--- config.mk ---
export PLATFORM = sky130hd
export DESIGN_NAME = timer_ccp
export DESIGN_NICKNAME = d
export VERILOG_FILES = /design/src/hdl/tmr_pkg.sv /design/src/hdl/timer_ccp.sv /design/src/hdl/tick_divider.sv
export SDC_FILE = /design/constraint.sdc
export NUM_CORES = 1
export LEC_CHECK = 0
export ABC_CLOCK_PERIOD_IN_PS = 8910
export BUFFER_PORTS_ARGS = -buffer_cell sky130_fd_sc_hd__buf_2
export CORE_UTILIZATION = 60
export DETAILED_ROUTE_END_ITERATION = 8
export GPL_ROUTABILITY_DRIVEN = 0
export PLACE_DENSITY = 0.9
export SLEW_MARGIN = 10
export SYNTH_ARGS = -nofsm -noshare
export SYNTH_HDL_FRONTEND = slang
export SYNTH_HIERARCHICAL = 1
export SYNTH_SLANG_ARGS = --single-unit
export TNS_END_PERCENT = 100
--- constraint.sdc ---
create_clock -name ref_clk -period 8.91 [get_ports ref_clk]
set_clock_uncertainty 0.15 [all_clocks]
set_input_delay 0.891 -clock ref_clk [delete_from_list [all_inputs] [get_ports ref_clk]]
set_output_delay 0.891 -clock ref_clk [all_outputs]
set_load 0.01 [all_outputs]
--- src/hdl/tmr_pkg.sv ---
/*
 timer block package: register offsets, field positions, reset values, enums.
 assumes a 32-bit axi4-lite slave where each register takes one aligned word.
*/
package tmr_pkg;
	// =========================================
	// register map (byte index; byte address = index * 4)
	localparam logic [7:0] IDX_TIMER0_COUNT_LOW = 8'h8a;
	localparam logic [7:0] IDX_TIMER1_COUNT_LOW = 8'h8b;
	localparam logic [7:0] IDX_TIMER0_COUNT_HIGH = 8'h8c;
	localparam logic [7:0] IDX_TIMER1_COUNT_HIGH = 8'h8d;
	localparam logic [7:0] IDX_TIMER_CLOCK_DIVIDER_SELECT = 8'h8f;
	localparam logic [7:0] IDX_TIMER2_CONTROL = 8'hc8;
	localparam logic [7:0] IDX_TIMER2_MODE_REGISTER = 8'hc9;
	localparam logic [7:0] IDX_CAPTURE_LOW = 8'hca;
	localparam logic [7:0] IDX_CAPTURE_HIGH = 8'hcb;
	localparam logic [7:0] IDX_TIMER2_COUNT_LOW = 8'hcc;
	localparam logic [7:0] IDX_TIMER2_COUNT_HIGH = 8'hcd;
	localparam logic [7:0] IDX_COMPARE_SHADOW = 8'hce;
	// =========================================
	// reset values
	localparam logic [7:0] RST_DIVIDER_SELECT = 8'h4f;
	localparam logic [7:0] RST_BYTE = 8'h00;
	// =========================================
	// field positions
	localparam int CTL_ENABLE_BIT = 7;
	localparam int CTL_EDGE_LSB = 5;
	localparam int CTL_RELOAD_LSB = 3;
	localparam int CTL_COMPARE_MODE_BIT = 2;
	localparam int DIV_T2_LSB = 4;
	localparam int DIV_T1_LSB = 2;
	localparam int DIV_T0_LSB = 0;
	// =========================================
	// divide ratios
	localparam logic [7:0] DIV_2 = 8'h02;
	localparam logic [7:0] DIV_4 = 8'h04;
	localparam logic [7:0] DIV_8 = 8'h08;
	localparam logic [7:0] DIV_12 = 8'h0c;
	localparam logic [7:0] DIV_16 = 8'h10;
	localparam logic [7:0] DIV_32 = 8'h20;
	localparam logic [7:0] DIV_128 = 8'h80;
	// =========================================
	// axi responses
	localparam logic [1:0] RESP_OKAY = 2'h0;
	localparam logic [1:0] RESP_SLVERR = 2'h2;

	typedef enum logic [2:0] {
		MODE_TIMER,
		MODE_CAPTURE0,
		MODE_CAPTURE1,
		MODE_COMPARE_QUIET,
		MODE_COMPARE_PIN,
		MODE_PWM,
		MODE_TIMER_B,
		MODE_TIMER_C
	} t2_mode_e;
endpackage

--- src/hdl/timer_ccp.sv ---
/*
 timer prescaler, timer 0/1 count bytes and timer 2 with reload, compare,
 capture and 8-bit pwm, behind an axi4-lite slave.
 assumes the trigger pin is asynchronous; the comparator input is synchronous.
*/
// The AXI4-Lite interface to the registers was chosen for this implementation.
`timescale 1ns/1ns
module timer_ccp (
	input wire logic ref_clk,
	input wire logic nrst,
	input wire logic [11:0] s_axi_awaddr,
	input wire logic s_axi_awvalid,
	output logic s_axi_awready,
	input wire logic [31:0] s_axi_wdata,
	input wire logic [3:0] s_axi_wstrb,
	input wire logic s_axi_wvalid,
	output logic s_axi_wready,
	output logic [1:0] s_axi_bresp,
	output logic s_axi_bvalid,
	input wire logic s_axi_bready,
	input wire logic [11:0] s_axi_araddr,
	input wire logic s_axi_arvalid,
	output logic s_axi_arready,
	output logic [31:0] s_axi_rdata,
	output logic [1:0] s_axi_rresp,
	output logic s_axi_rvalid,
	input wire logic s_axi_rready,
	input wire logic timer2_external_trigger,
	input wire logic comparator_out,
	output logic timer2_compare_output,
	output logic timer0_tick,
	output logic timer1_tick
);
	// =========================================
	// registers
	logic [7:0] div_sel_q, t0l_q, t0h_q, t1l_q, t1h_q, ctl_q, mod_q, shadow_q;
	logic [15:0] cnt_q, crc_q;
	logic [7:0] div_sel_d, t0l_d, t0h_d, t1l_d, t1h_d, ctl_d, mod_d, shadow_d;
	logic [15:0] cnt_d, crc_d;
	logic cpo_q, cpo_d;
	logic [2:0] trig_q;
	logic cmp_q;
	logic aw_q, w_q, aw_d, w_d, bvalid_d, arready_d, rvalid_d;
	logic [9:0] awa_q, awa_d;
	logic [31:0] wdat_q, wdat_d, rdata_d;
	logic [1:0] bresp_d, rresp_d;
	logic t2_tick;
	logic [7:0] t2_ratio, t0_ratio, t1_ratio;

	always_comb begin
		case (div_sel_q[tmr_pkg::DIV_T2_LSB +: 3])
			3'd1: t2_ratio = tmr_pkg::DIV_2;
			3'd2: t2_ratio = tmr_pkg::DIV_4;
			3'd3: t2_ratio = tmr_pkg::DIV_8;
			3'd4: t2_ratio = tmr_pkg::DIV_12;
			3'd5: t2_ratio = tmr_pkg::DIV_16;
			3'd6: t2_ratio = tmr_pkg::DIV_32;
			3'd7: t2_ratio = tmr_pkg::DIV_128;
			default: t2_ratio = 8'h00;
		endcase
	end

	function automatic logic [7:0] small_ratio(input logic [1:0] code);
		case (code)
			2'd1: small_ratio = tmr_pkg::DIV_4;
			2'd2: small_ratio = tmr_pkg::DIV_8;
			2'd3: small_ratio = tmr_pkg::DIV_12;
			default: small_ratio = 8'h00;
		endcase
	endfunction
	assign t0_ratio = small_ratio(div_sel_q[tmr_pkg::DIV_T0_LSB +: 2]);
	assign t1_ratio = small_ratio(div_sel_q[tmr_pkg::DIV_T1_LSB +: 2]);

	tick_divider #(.WIDTH(8)) u_div2 (.ref_clk(ref_clk), .nrst(nrst), .ratio(t2_ratio),
		.tick(t2_tick));
	tick_divider #(.WIDTH(8)) u_div0 (.ref_clk(ref_clk), .nrst(nrst), .ratio(t0_ratio),
		.tick(timer0_tick));
	tick_divider #(.WIDTH(8)) u_div1 (.ref_clk(ref_clk), .nrst(nrst), .ratio(t1_ratio),
		.tick(timer1_tick));

	// =========================================
	// trigger pin: two-stage sync then edge history
	logic [1:0] sync_q;
	always_ff @(posedge ref_clk or negedge nrst) begin
		if (!nrst) begin
			sync_q <= 2'b11;
			trig_q <= 3'b111;
			cmp_q <= 1'b0;
		end else begin
			sync_q <= {sync_q[0], timer2_external_trigger};
			trig_q <= {trig_q[1:0], sync_q[1]};
			cmp_q <= comparator_out;
		end
	end
	logic fall_ev, rise_ev, cmp_rise;
	assign fall_ev = trig_q[2] & ~trig_q[1];
	assign rise_ev = ~trig_q[2] & trig_q[1];
	assign cmp_rise = comparator_out & ~cmp_q;

	// =========================================
	// axi write/read decode
	logic do_wr, do_rd;
	logic [7:0] wr_idx, rd_idx, wbyte;
	assign do_wr = aw_q & w_q & ~s_axi_bvalid;
	// awa_q holds address bits 11:2, so the index is its low byte
	assign wr_idx = awa_q[7:0];
	assign wbyte = wdat_q[7:0];
	assign do_rd = s_axi_arvalid & s_axi_arready;
	assign rd_idx = s_axi_araddr[9:2];

	function automatic logic known_idx(input logic [7:0] idx);
		case (idx)
			tmr_pkg::IDX_TIMER0_COUNT_LOW, tmr_pkg::IDX_TIMER1_COUNT_LOW,
			tmr_pkg::IDX_TIMER0_COUNT_HIGH, tmr_pkg::IDX_TIMER1_COUNT_HIGH,
			tmr_pkg::IDX_TIMER_CLOCK_DIVIDER_SELECT, tmr_pkg::IDX_TIMER2_CONTROL,
			tmr_pkg::IDX_TIMER2_MODE_REGISTER, tmr_pkg::IDX_CAPTURE_LOW,
			tmr_pkg::IDX_CAPTURE_HIGH, tmr_pkg::IDX_TIMER2_COUNT_LOW,
			tmr_pkg::IDX_TIMER2_COUNT_HIGH, tmr_pkg::IDX_COMPARE_SHADOW: known_idx = 1'b1;
			default: known_idx = 1'b0;
		endcase
	endfunction

	logic wr_ok, wr_lo, wdat_lane, wstrb_q;
	assign wr_ok = do_wr & known_idx(wr_idx) & (awa_q[9:8] == 2'b00) & wdat_lane;
	assign wr_lo = wr_ok;

	// =========================================
	// timer 2 core
	tmr_pkg::t2_mode_e mode;
	logic en, ovf, match, pwm;
	logic [1:0] edge_sel, reload_sel;
	assign mode = tmr_pkg::t2_mode_e'(mod_q[2:0]);
	assign en = ctl_q[tmr_pkg::CTL_ENABLE_BIT];
	assign edge_sel = ctl_q[tmr_pkg::CTL_EDGE_LSB +: 2];
	assign reload_sel = ctl_q[tmr_pkg::CTL_RELOAD_LSB +: 2];
	assign pwm = (mode == tmr_pkg::MODE_PWM);
	// period low byte, counter high byte
	// wrap from all ones
	// pwm restarts one count early so a cycle lasts exactly period ticks
	assign ovf = en & t2_tick & (pwm ? (({1'b0, cnt_q[15:8]} + 9'h001) >= {1'b0, cnt_q[7:0]})
		: (cnt_q == 16'hffff));
	// continuous compare
	// pwm match taken on the tick that reaches duty, keeps the ratio exact
	assign match = pwm ? (t2_tick && ((cnt_q[15:8] + 8'h01) == crc_q[7:0])) : (cnt_q == crc_q);

	logic cap_ev;
	always_comb begin
		case (edge_sel)
			2'd0: cap_ev = fall_ev;
			2'd1: cap_ev = rise_ev;
			2'd2: cap_ev = fall_ev | rise_ev;
			default: cap_ev = cmp_rise;
		endcase
	end

	always_comb begin
		div_sel_d = div_sel_q;
		t0l_d = t0l_q;
		t0h_d = t0h_q;
		t1l_d = t1l_q;
		t1h_d = t1h_q;
		ctl_d = ctl_q;
		mod_d = mod_q;
		shadow_d = shadow_q;
		cnt_d = cnt_q;
		crc_d = crc_q;
		cpo_d = cpo_q;
		if (en && t2_tick) begin
			if (pwm) begin
				cnt_d[15:8] = ovf ? 8'h00 : cnt_q[15:8] + 8'h01;
			end else begin
				cnt_d = cnt_q + 16'h0001;
			end
		end
		if (en && !pwm && reload_sel == 2'b10 && ovf) begin
			cnt_d = crc_q;
		end
		if (en && !pwm && reload_sel == 2'b11 && fall_ev) begin
			cnt_d = crc_q;
		end
		if (en && mode == tmr_pkg::MODE_CAPTURE0 && cap_ev) begin
			crc_d = cnt_q;
		end
		if (en && (mode == tmr_pkg::MODE_COMPARE_PIN || mode == tmr_pkg::MODE_COMPARE_QUIET)) begin
			if (!ctl_q[tmr_pkg::CTL_COMPARE_MODE_BIT]) begin
				// high at match, low at overflow
				if (ovf) begin
					cpo_d = 1'b0;
				end else if (match) begin
					cpo_d = 1'b1;
				end
			end else if (match) begin
				cpo_d = shadow_q[0];
			end
		end
		if (en && pwm) begin
			if (ovf) begin
				cpo_d = (edge_sel == 2'd0);
			end else if (match) begin
				cpo_d = (edge_sel != 2'd0);
			end
		end
		if (!en) begin
			cpo_d = 1'b0;
		end
		if (wr_lo) begin
			case (wr_idx)
				tmr_pkg::IDX_TIMER0_COUNT_LOW: t0l_d = wbyte;
				tmr_pkg::IDX_TIMER1_COUNT_LOW: t1l_d = wbyte;
				tmr_pkg::IDX_TIMER0_COUNT_HIGH: t0h_d = wbyte;
				tmr_pkg::IDX_TIMER1_COUNT_HIGH: t1h_d = wbyte;
				tmr_pkg::IDX_TIMER_CLOCK_DIVIDER_SELECT: div_sel_d = {1'b0, wbyte[6:0]};
				tmr_pkg::IDX_TIMER2_CONTROL: ctl_d = wbyte;
				tmr_pkg::IDX_TIMER2_MODE_REGISTER: mod_d = {5'b00000, wbyte[2:0]};
				tmr_pkg::IDX_CAPTURE_HIGH: crc_d[15:8] = wbyte;
				tmr_pkg::IDX_TIMER2_COUNT_LOW: cnt_d[7:0] = wbyte;
				tmr_pkg::IDX_TIMER2_COUNT_HIGH: cnt_d[15:8] = wbyte;
				tmr_pkg::IDX_COMPARE_SHADOW: shadow_d = {7'b0000000, wbyte[0]};
				tmr_pkg::IDX_CAPTURE_LOW: begin
					if (en && mode == tmr_pkg::MODE_CAPTURE1) begin
						crc_d = cnt_q;
					end else begin
						crc_d[7:0] = wbyte;
					end
				end
				default: begin
				end
			endcase
		end
	end

	// =========================================
	// axi channel state
	always_comb begin
		aw_d = aw_q;
		w_d = w_q;
		awa_d = awa_q;
		wdat_d = wdat_q;
		bvalid_d = s_axi_bvalid;
		bresp_d = s_axi_bresp;
		if (s_axi_awvalid && s_axi_awready) begin
			aw_d = 1'b1;
			awa_d = s_axi_awaddr[11:2] == 10'h000 ? 10'h000 : s_axi_awaddr[11:2];
		end
		if (s_axi_wvalid && s_axi_wready) begin
			w_d = 1'b1;
			wdat_d = s_axi_wdata;
		end
		if (do_wr) begin
			aw_d = 1'b0;
			w_d = 1'b0;
			bvalid_d = 1'b1;
			bresp_d = wr_ok ? tmr_pkg::RESP_OKAY : tmr_pkg::RESP_SLVERR;
		end else if (s_axi_bvalid && s_axi_bready) begin
			bvalid_d = 1'b0;
		end
		arready_d = ~s_axi_rvalid & ~do_rd;
		rvalid_d = s_axi_rvalid;
		rdata_d = s_axi_rdata;
		rresp_d = s_axi_rresp;
		if (do_rd) begin
			rvalid_d = 1'b1;
			rresp_d = (known_idx(rd_idx) && s_axi_araddr[11:10] == 2'b00) ?
				tmr_pkg::RESP_OKAY : tmr_pkg::RESP_SLVERR;
			case (rd_idx)
				tmr_pkg::IDX_TIMER0_COUNT_LOW: rdata_d = {24'h00_0000, t0l_q};
				tmr_pkg::IDX_TIMER1_COUNT_LOW: rdata_d = {24'h00_0000, t1l_q};
				tmr_pkg::IDX_TIMER0_COUNT_HIGH: rdata_d = {24'h00_0000, t0h_q};
				tmr_pkg::IDX_TIMER1_COUNT_HIGH: rdata_d = {24'h00_0000, t1h_q};
				tmr_pkg::IDX_TIMER_CLOCK_DIVIDER_SELECT: rdata_d = {24'h00_0000, div_sel_q};
				tmr_pkg::IDX_TIMER2_CONTROL: rdata_d = {24'h00_0000, ctl_q};
				tmr_pkg::IDX_TIMER2_MODE_REGISTER: rdata_d = {24'h00_0000, mod_q};
				tmr_pkg::IDX_CAPTURE_LOW: rdata_d = {24'h00_0000, crc_q[7:0]};
				tmr_pkg::IDX_CAPTURE_HIGH: rdata_d = {24'h00_0000, crc_q[15:8]};
				tmr_pkg::IDX_TIMER2_COUNT_LOW: rdata_d = {24'h00_0000, cnt_q[7:0]};
				tmr_pkg::IDX_TIMER2_COUNT_HIGH: rdata_d = {24'h00_0000, cnt_q[15:8]};
				tmr_pkg::IDX_COMPARE_SHADOW: rdata_d = {24'h00_0000, shadow_q};
				default: rdata_d = 32'h0000_0000;
			endcase
		end else if (s_axi_rvalid && s_axi_rready) begin
			rvalid_d = 1'b0;
		end
	end
	// byte lane 0 must be strobed for a register write to land
	assign wdat_lane = wstrb_q;
	always_ff @(posedge ref_clk or negedge nrst) begin
		if (!nrst) begin
			wstrb_q <= 1'b0;
		end else if (s_axi_wvalid && s_axi_wready) begin
			wstrb_q <= s_axi_wstrb[0];
		end
	end

	always_ff @(posedge ref_clk or negedge nrst) begin
		if (!nrst) begin
			div_sel_q <= tmr_pkg::RST_DIVIDER_SELECT;
			t0l_q <= tmr_pkg::RST_BYTE;
			t0h_q <= tmr_pkg::RST_BYTE;
			t1l_q <= tmr_pkg::RST_BYTE;
			t1h_q <= tmr_pkg::RST_BYTE;
			ctl_q <= tmr_pkg::RST_BYTE;
			mod_q <= tmr_pkg::RST_BYTE;
			shadow_q <= tmr_pkg::RST_BYTE;
			cnt_q <= 16'h0000;
			crc_q <= 16'h0000;
			cpo_q <= 1'b0;
			timer2_compare_output <= 1'b0;
			aw_q <= 1'b0;
			w_q <= 1'b0;
			awa_q <= 10'h000;
			wdat_q <= 32'h0000_0000;
			s_axi_bvalid <= 1'b0;
			s_axi_bresp <= tmr_pkg::RESP_OKAY;
			s_axi_arready <= 1'b0;
			s_axi_rvalid <= 1'b0;
			s_axi_rdata <= 32'h0000_0000;
			s_axi_rresp <= tmr_pkg::RESP_OKAY;
			s_axi_awready <= 1'b0;
			s_axi_wready <= 1'b0;
		end else begin
			div_sel_q <= div_sel_d;
			t0l_q <= t0l_d;
			t0h_q <= t0h_d;
			t1l_q <= t1l_d;
			t1h_q <= t1h_d;
			ctl_q <= ctl_d;
			mod_q <= mod_d;
			shadow_q <= shadow_d;
			cnt_q <= cnt_d;
			crc_q <= crc_d;
			cpo_q <= cpo_d;
			// quiet compare mode keeps the pin low
			timer2_compare_output <= cpo_d & (mode != tmr_pkg::MODE_COMPARE_QUIET);
			aw_q <= aw_d;
			w_q <= w_d;
			awa_q <= awa_d;
			wdat_q <= wdat_d;
			s_axi_bvalid <= bvalid_d;
			s_axi_bresp <= bresp_d;
			s_axi_arready <= arready_d;
			s_axi_rvalid <= rvalid_d;
			s_axi_rdata <= rdata_d;
			s_axi_rresp <= rresp_d;
			s_axi_awready <= ~aw_d;
			s_axi_wready <= ~w_d;
		end
	end

	// =========================================
	// checks
	// wrap yields zero count
	AST_WRAP: assert property (@(posedge ref_clk) disable iff (!nrst)
		(ovf && !pwm && reload_sel[1] == 1'b0 && !wr_lo) |=> cnt_q == 16'h0000)
		else $error("timer 2 did not wrap to zero");
	AST_RELOAD0: assert property (@(posedge ref_clk) disable iff (!nrst)
		(ovf && !pwm && reload_sel == 2'b10 && !wr_lo) |=> cnt_q == $past(crc_q))
		else $error("overflow reload missed");
	AST_RELOAD1: assert property (@(posedge ref_clk) disable iff (!nrst)
		(en && fall_ev && !pwm && reload_sel == 2'b11 && !wr_lo) |=> cnt_q == $past(crc_q))
		else $error("trigger reload missed");
	AST_HOLD: assert property (@(posedge ref_clk) disable iff (!nrst)
		(!en && !wr_lo) |=> $stable(cnt_q) && !cpo_q)
		else $error("disabled timer changed");
	AST_CMP0: assert property (@(posedge ref_clk) disable iff (!nrst)
		(en && mode == tmr_pkg::MODE_COMPARE_PIN && !ctl_q[2] && match && !ovf && !wr_lo)
		|=> timer2_compare_output)
		else $error("compare mode 0 output not set");
	AST_CMP1: assert property (@(posedge ref_clk) disable iff (!nrst)
		(en && mode == tmr_pkg::MODE_COMPARE_PIN && ctl_q[2] && match && !wr_lo)
		|=> cpo_q == $past(shadow_q[0]))
		else $error("shadow level not copied");
	AST_PWM_RESTART: assert property (@(posedge ref_clk) disable iff (!nrst)
		(ovf && pwm && !wr_lo) |=> cnt_q[15:8] == 8'h00)
		else $error("pwm counter did not restart");
	AST_CAP1: assert property (@(posedge ref_clk) disable iff (!nrst)
		(wr_lo && wr_idx == tmr_pkg::IDX_CAPTURE_LOW && en && mode == tmr_pkg::MODE_CAPTURE1)
		|=> crc_q == $past(cnt_q))
		else $error("software capture missed");
	AST_CAP0: assert property (@(posedge ref_clk) disable iff (!nrst)
		(en && mode == tmr_pkg::MODE_CAPTURE0 && cap_ev && !wr_lo) |=> crc_q == $past(cnt_q))
		else $error("edge capture missed");
endmodule

--- src/hdl/tick_divider.sv ---
/*
 one-cycle tick divider: pulses tick every ratio cycles while ratio is nonzero.
 assumes ratio comes from a register on the same clock.
*/
`timescale 1ns/1ns
module tick_divider #(
	parameter int WIDTH = 8
) (
	input wire logic ref_clk,
	input wire logic nrst,
	input wire logic [WIDTH-1:0] ratio,
	output logic tick
);
	logic [WIDTH-1:0] cnt_q, cnt_d;
	logic tick_d;

	// ratio zero (reserved code) stalls the tick
	always_comb begin
		cnt_d = cnt_q;
		tick_d = 1'b0;
		if (ratio != '0) begin
			if (cnt_q >= ratio - 1'b1) begin
				cnt_d = '0;
				tick_d = 1'b1;
			end else begin
				cnt_d = cnt_q + 1'b1;
			end
		end else begin
			cnt_d = '0;
		end
	end

	always_ff @(posedge ref_clk or negedge nrst) begin
		if (!nrst) begin
			cnt_q <= '0;
			tick <= 1'b0;
		end else begin
			cnt_q <= cnt_d;
			tick <= tick_d;
		end
	end
endmodule

**After elaboration in Yosys (flattened, before gate mapping)**

Index checks and enable logic that the tools add are counted.

- Flip-flop bits (word level): 180
- Bits of input ports: 69
- Output and inout port bits: 44
- Logic and storage cells: 215

- Add/subtract/negate cells: 9
- Magnitude comparators: 4
- Eq/ne operators: 50
- Muxes and demuxes: 57
- Bitwise gates (word level): 22
- Reduce and logical (&&, ||, !) cells: 39

Operator list:

| cell | number |
|---|---|
| == test 8 bit, second input constant | 24 |
| 2-to-1 mux 8 bit | 14 |
| 2-to-1 mux 16 bit | 6 |
| case mux 8 bit (12 select lines) | 1 |
| case mux 8 bit (7 select lines) | 1 |
| adder 8 x 1 -> 8 bit, second input constant | 4 |
| 2-to-1 mux 1 bit | 28 |
| >= comparator 8 bit | 3 |
| case mux 4 bit (3 select lines) | 2 |
| nonzero test 8 bit | 3 |
| OR reduction 12 bit | 2 |
| == test 3 bit, second input constant | 6 |
| logical AND 1 bit | 17 |
| adder 16 x 1 -> 16 bit, second input constant | 1 |
| == test 16 bit | 1 |
| == test 16 bit, second input constant | 1 |
| case mux 8 bit (2 select lines) | 1 |
| AND reduction 2 bit | 8 |
| == test 2 bit, second input constant | 7 |
| AND 1 bit | 13 |
| == test 3 x 2 -> 1 bit, second input constant | 4 |
| logical NOT 10 bit | 1 |
| 2-to-1 mux 10 bit | 1 |
| subtractor 4 x 1 -> 5 bit, second input constant | 2 |
| other kinds (15) | 30 |

**Depth between registers and ports, before layout**

- Depth in word-level cells: 13
- Gate-level depth with buffers: 14
- Gate-level depth less buffers: 12

**Cells and area by module**

The synthesis kept the hierarchy.

By module, submodules not included:

| module | times used | cells each | area an instance (um^2) | seq. area each (um^2) |
|---|---|---|---|---|
| timer_ccp | 1 | 770 | 7,681.1 | 3,190.6 |
| tick_divider | 3 | 69 | 733.2 | 225.2 |

**Worst setup path before layout**

Ideal clock, no wire load.

- Kind: register -> register
- From: register, netlist name cnt_q[11]
- To: register, netlist name cnt_q[9]
- Setup time: 0.077 ns
- Arrival: 3.129 ns
- Data required time: 8.683 ns
- Path slack: 5.554 ns
- Cell stages (with the launch flop): 15
- Path buffers: 3
- Clock period less this slack: 3.356 ns
- Cells stage by stage: dfrtp_1 clkbuf_1 clkbuf_1 nand3_1 nor2_1 xor2_1 ha_1 o21ai_0 o221ai_1 a21oi_1 o41a_1 nor2_1 buf_4 or3_1 a21oi_1

==> metrics.md <==
| Metric | Value |
|---|---|
| Number of I/O pins | 113 |
| Max-slew violation count | 0 |
| Synth Flop Type | dfrtp_1 |
| Worst hold slack | 0.206 ns |
| Die height | 130 um |
| Initial detailed-routing violation count | 780 |
| VDD IR max | 0.184 mV |
| N_diodes | 0 |
| Synth Register Bits | 154 |
| Final net count | 1144 |
| Crit path required time | 9.12 ns |
| Most numerous cell in the Yosys netlist | dfrtp_1 |
| DR WL/cell | 19.3 um |
| R2r worst-path depth | 12 |
| Syn. warnings | 6 |
| Routed vias/inst | 6.29 |
| Peak fanout along the critical path | 19 |
| First-pass GRT wire length | 38900 um |
| Total leakage power | 5.02 nW |
| NetSw | 0.723 mW |
| Worst-skew pair later-pin latency | 0.44 ns |
| Cells after Synth | 977 |
| Total number of vias | 7912 |
| Post-route ant nets | 0 |
| Power Total | 2.16 mW |
| Initial antenna violation count | 0 |
| Final Cycle Share | 49.1% |
| Reg-to-Reg Start | cnt_q[8]$_DFF_PN0_ |
| Slowest CP cell | dfrtp_1 |
| Proportion of layout cells with a drive suffix above 1 | 20.0% |
| Largest area contributor in the netlist | dfrtp_1 |
| IO buf count | 55 |
| Hold path depth | 0 |
| Netlist area before placement | 9880 um^2 |
| Hold Crit Endpoint | sync_q[1]$_DFF_PN1_ |
| Unique masters post-synth | 78 |
| Share of power burned in registers | 46.7% |
| WP data arrival | 4.58 ns |
| Worst Setup Path Type | reg -> reg |
| Area Overhead vs Synth | 9.12% |
| 1st-pass router iterations | 6 |
| Worst setup path start | cnt_q[8]$_DFF_PN0_ |
| Tightest Hold Check Type | reg -> reg |
| Max Cap Violations | 0 |
| Crit end category | register |
| Clock transition at path regs | 0.06 ns |
| Hold Buf Count CTS | 0 |
| WL final | 24300 um |
| Comb power frac | 20.3% |
| CP Launch Type | register |
| Hold Violations, Final | 0 |
| Status | finished clean |
| Clock buffer depth | 2 |
| Seq/Total Area, Yosys | 39.1% |
| Root Driver | clkbuf_16 |
| R2R Setup Slk | 4.54 ns |
| Number of fill cells | 1167 |
| Vias in the first global route | 7598 |
| CORE AREA | 16000 um^2 |
| Ranking of synthesized cells by area | dfrtp_1 36%, mux2_2 7.4%, ha_1 5.8%, xnor2_1 3.4%, mux2i_1 3.0% |
| GR Overflow Total | 0 |
| Clock sinks | 154 |
| Die W | 130 um |
| Die area | 17000 um^2 |
| TritonCTS clock tree | yes |
| Rows | 46 |
| Pwr dens | 200 nW/um^2 |
| H-tree levels | 4 |
| Clock share of power | 33.1% |
| Largest net degree at the start of global routing | 82 |
| Drc violations | 0 |
| RSZ-0062 raised after global routing | no |
| Detailed placement HPWL | 16700 um |
| Internal power | 1.44 mW |
| Synth cell count leaders | 144 x dfrtp_1, 78 x nand2_1, 65 x mux2_2 |
| Tmin final | 4.37 ns |
| Cell Chain, Critical Path | nand3_1, or3_1, nand2_1, ha_1, a211oi_1, o221ai_1, a21oi_1, o41a_1, nor2_1, buf_4, or3_1, a21oi_1 |
| Post-cts sizing count | 0 |
| Utilization after layout | 67.4% |
| Fmax achieved | 229 MHz |
| Headroom to the max-slew limit | 30.8% |
| Post-synth EDFFs | 0 |
| Setup tns final | 0 ns |
| Final setup fails | 0 |
| Asr flop ratio synth | 100% |
| Largest stage delay on the critical path | 0.73 ns |
| Min-delay src | sync_q[0]$_DFF_PN1_ |
| Top-area cell type share of the netlist area | 36.5% |
| Reg-to-reg endpoint | cnt_q[9]$_DFF_PN0_ |
| Num CTS Buffers | 17 |
| Worst slew pin tran | 1.03 ns |
| Initial Util | 61.8% |
| Switching Share | 33.5% |
| Post-CTS setup buffer count | 0 |
| Syn Area/Cell | 10.1 um^2 |
| Tot GR Track Use | 30.3% |
==> power by group through the flow <==
stage                     Clock (mW)  Sequential (mW)  Combinational (mW)
after detailed placement           0             1.01               0.432
after global placement             0             1.00               0.406
after global routing           0.753             1.02               0.487
final                          0.714             1.01               0.438
after floorplan                    0            0.886               0.415
after CTS                      0.721            0.999               0.440
==> logic make-up after synthesis <==
family | synth area share [%]
AND/OR/NAND/NOR | 17.3
AO/OA/AOI/OAI | 12.6
flip-flops | 39.1
buffers and inverters | 6.10
multiplexers | 12.7
XOR/XNOR | 6.26
adder cells (fa/ha/maj) | 5.82
other | 0.0380
==> layout make-up <==
type	count	area [um^2]	area share [%]
Sequential cell	154	3870	35.9
Tap cell	216	270	2.51
Multi-Input combinational cell	767	5650	52.4
Inverter	31	116	1.08
Timing Repair Buffer	58	304	2.82
Clock inverter	13	144	1.33
Clock buffer	19	433	4.02
==> per-stage QoR <==
step | area (um^2) | std cells | setup WS [ns]
after global routing | 10800 | 1258 | 4.28
after floorplan | 10100 | 1040 | 5.55
final | 10800 | 1258 | 4.54
after CTS | 10800 | 1258 | 4.68
after detailed placement | 10200 | 1226 | 4.71
after global placement | 10200 | 1226 | 4.84
==> sequential cells by signal (all words and copies together) (netlist names), 7 cells and up <==
| name | cells |
|---|---|
| t0h_q | 8 |
| ctl_q | 8 |
| t0l_q | 8 |
| div_sel_q | 7 |
| wdat_q | 8 |
| awa_q | 10 |
| s_axi_rdata | 8 |
| crc_q | 16 |
| u_div1/cnt_q | 8 |
| u_div0/cnt_q | 8 |
| t1h_q | 8 |
| t1l_q | 8 |
| u_div2/cnt_q | 8 |
| cnt_q | 16 |
==> how the worst max path moves through the flow <==
stage / depth (start not counted) / endpoint / slack (ns)
5_1_grt: 12 / cnt_q[9]$_DFF_PN0_ / 4.28
4_1_cts: 12 / cnt_q[9]$_DFF_PN0_ / 4.68
2_1_floorplan: 14 / cnt_q[9]$_DFF_PN0_ / 5.55
3_5_place_dp: 12 / cnt_q[9]$_DFF_PN0_ / 4.71
6_report: 12 / cnt_q[9]$_DFF_PN0_ / 4.54
3_3_place_gp: 12 / cnt_q[9]$_DFF_PN0_ / 4.84
==> layout by cell type, fill, tap and decap left out, types with 13 or more instances in the layout <==
cell	instances
xor2_1	30
xnor2_1	38
conb_1	64
a21oi_1	34
mux2i_1	30
nand3_1	25
mux2_2	65
and3_1	15
inv_1	31
dfrtp_1	144
a22oi_1	18
ha_1	46
nand2_1	78
o21ai_0	49
nor3_1	39
buf_2	54
nand4_1	13
clkbuf_16	17
nor2_1	52
==> critical path: cells and delay by family, from the launching register on <==
kind                       cells  cell delay (ns)
and+or+nand+nor                5             1.57
AOI/OAI and AO/OA              5             1.38
DFF                            1             0.73
adders and majority gates      1             0.24
buffers and inverters          1             0.23
==> metal layers <==
metal	routed length, um	part of all wire (%)	global-route usage (%)	up-vias
li1	-	-	-	3522
met1	9560	39	38.6	3790
met2	11300	47	47.9	480
met3	2280	9.4	6.36	120
met4	1150	4.7	17.3	0
met5	0	0	0	-
Power figures use the tool's default switching activity.
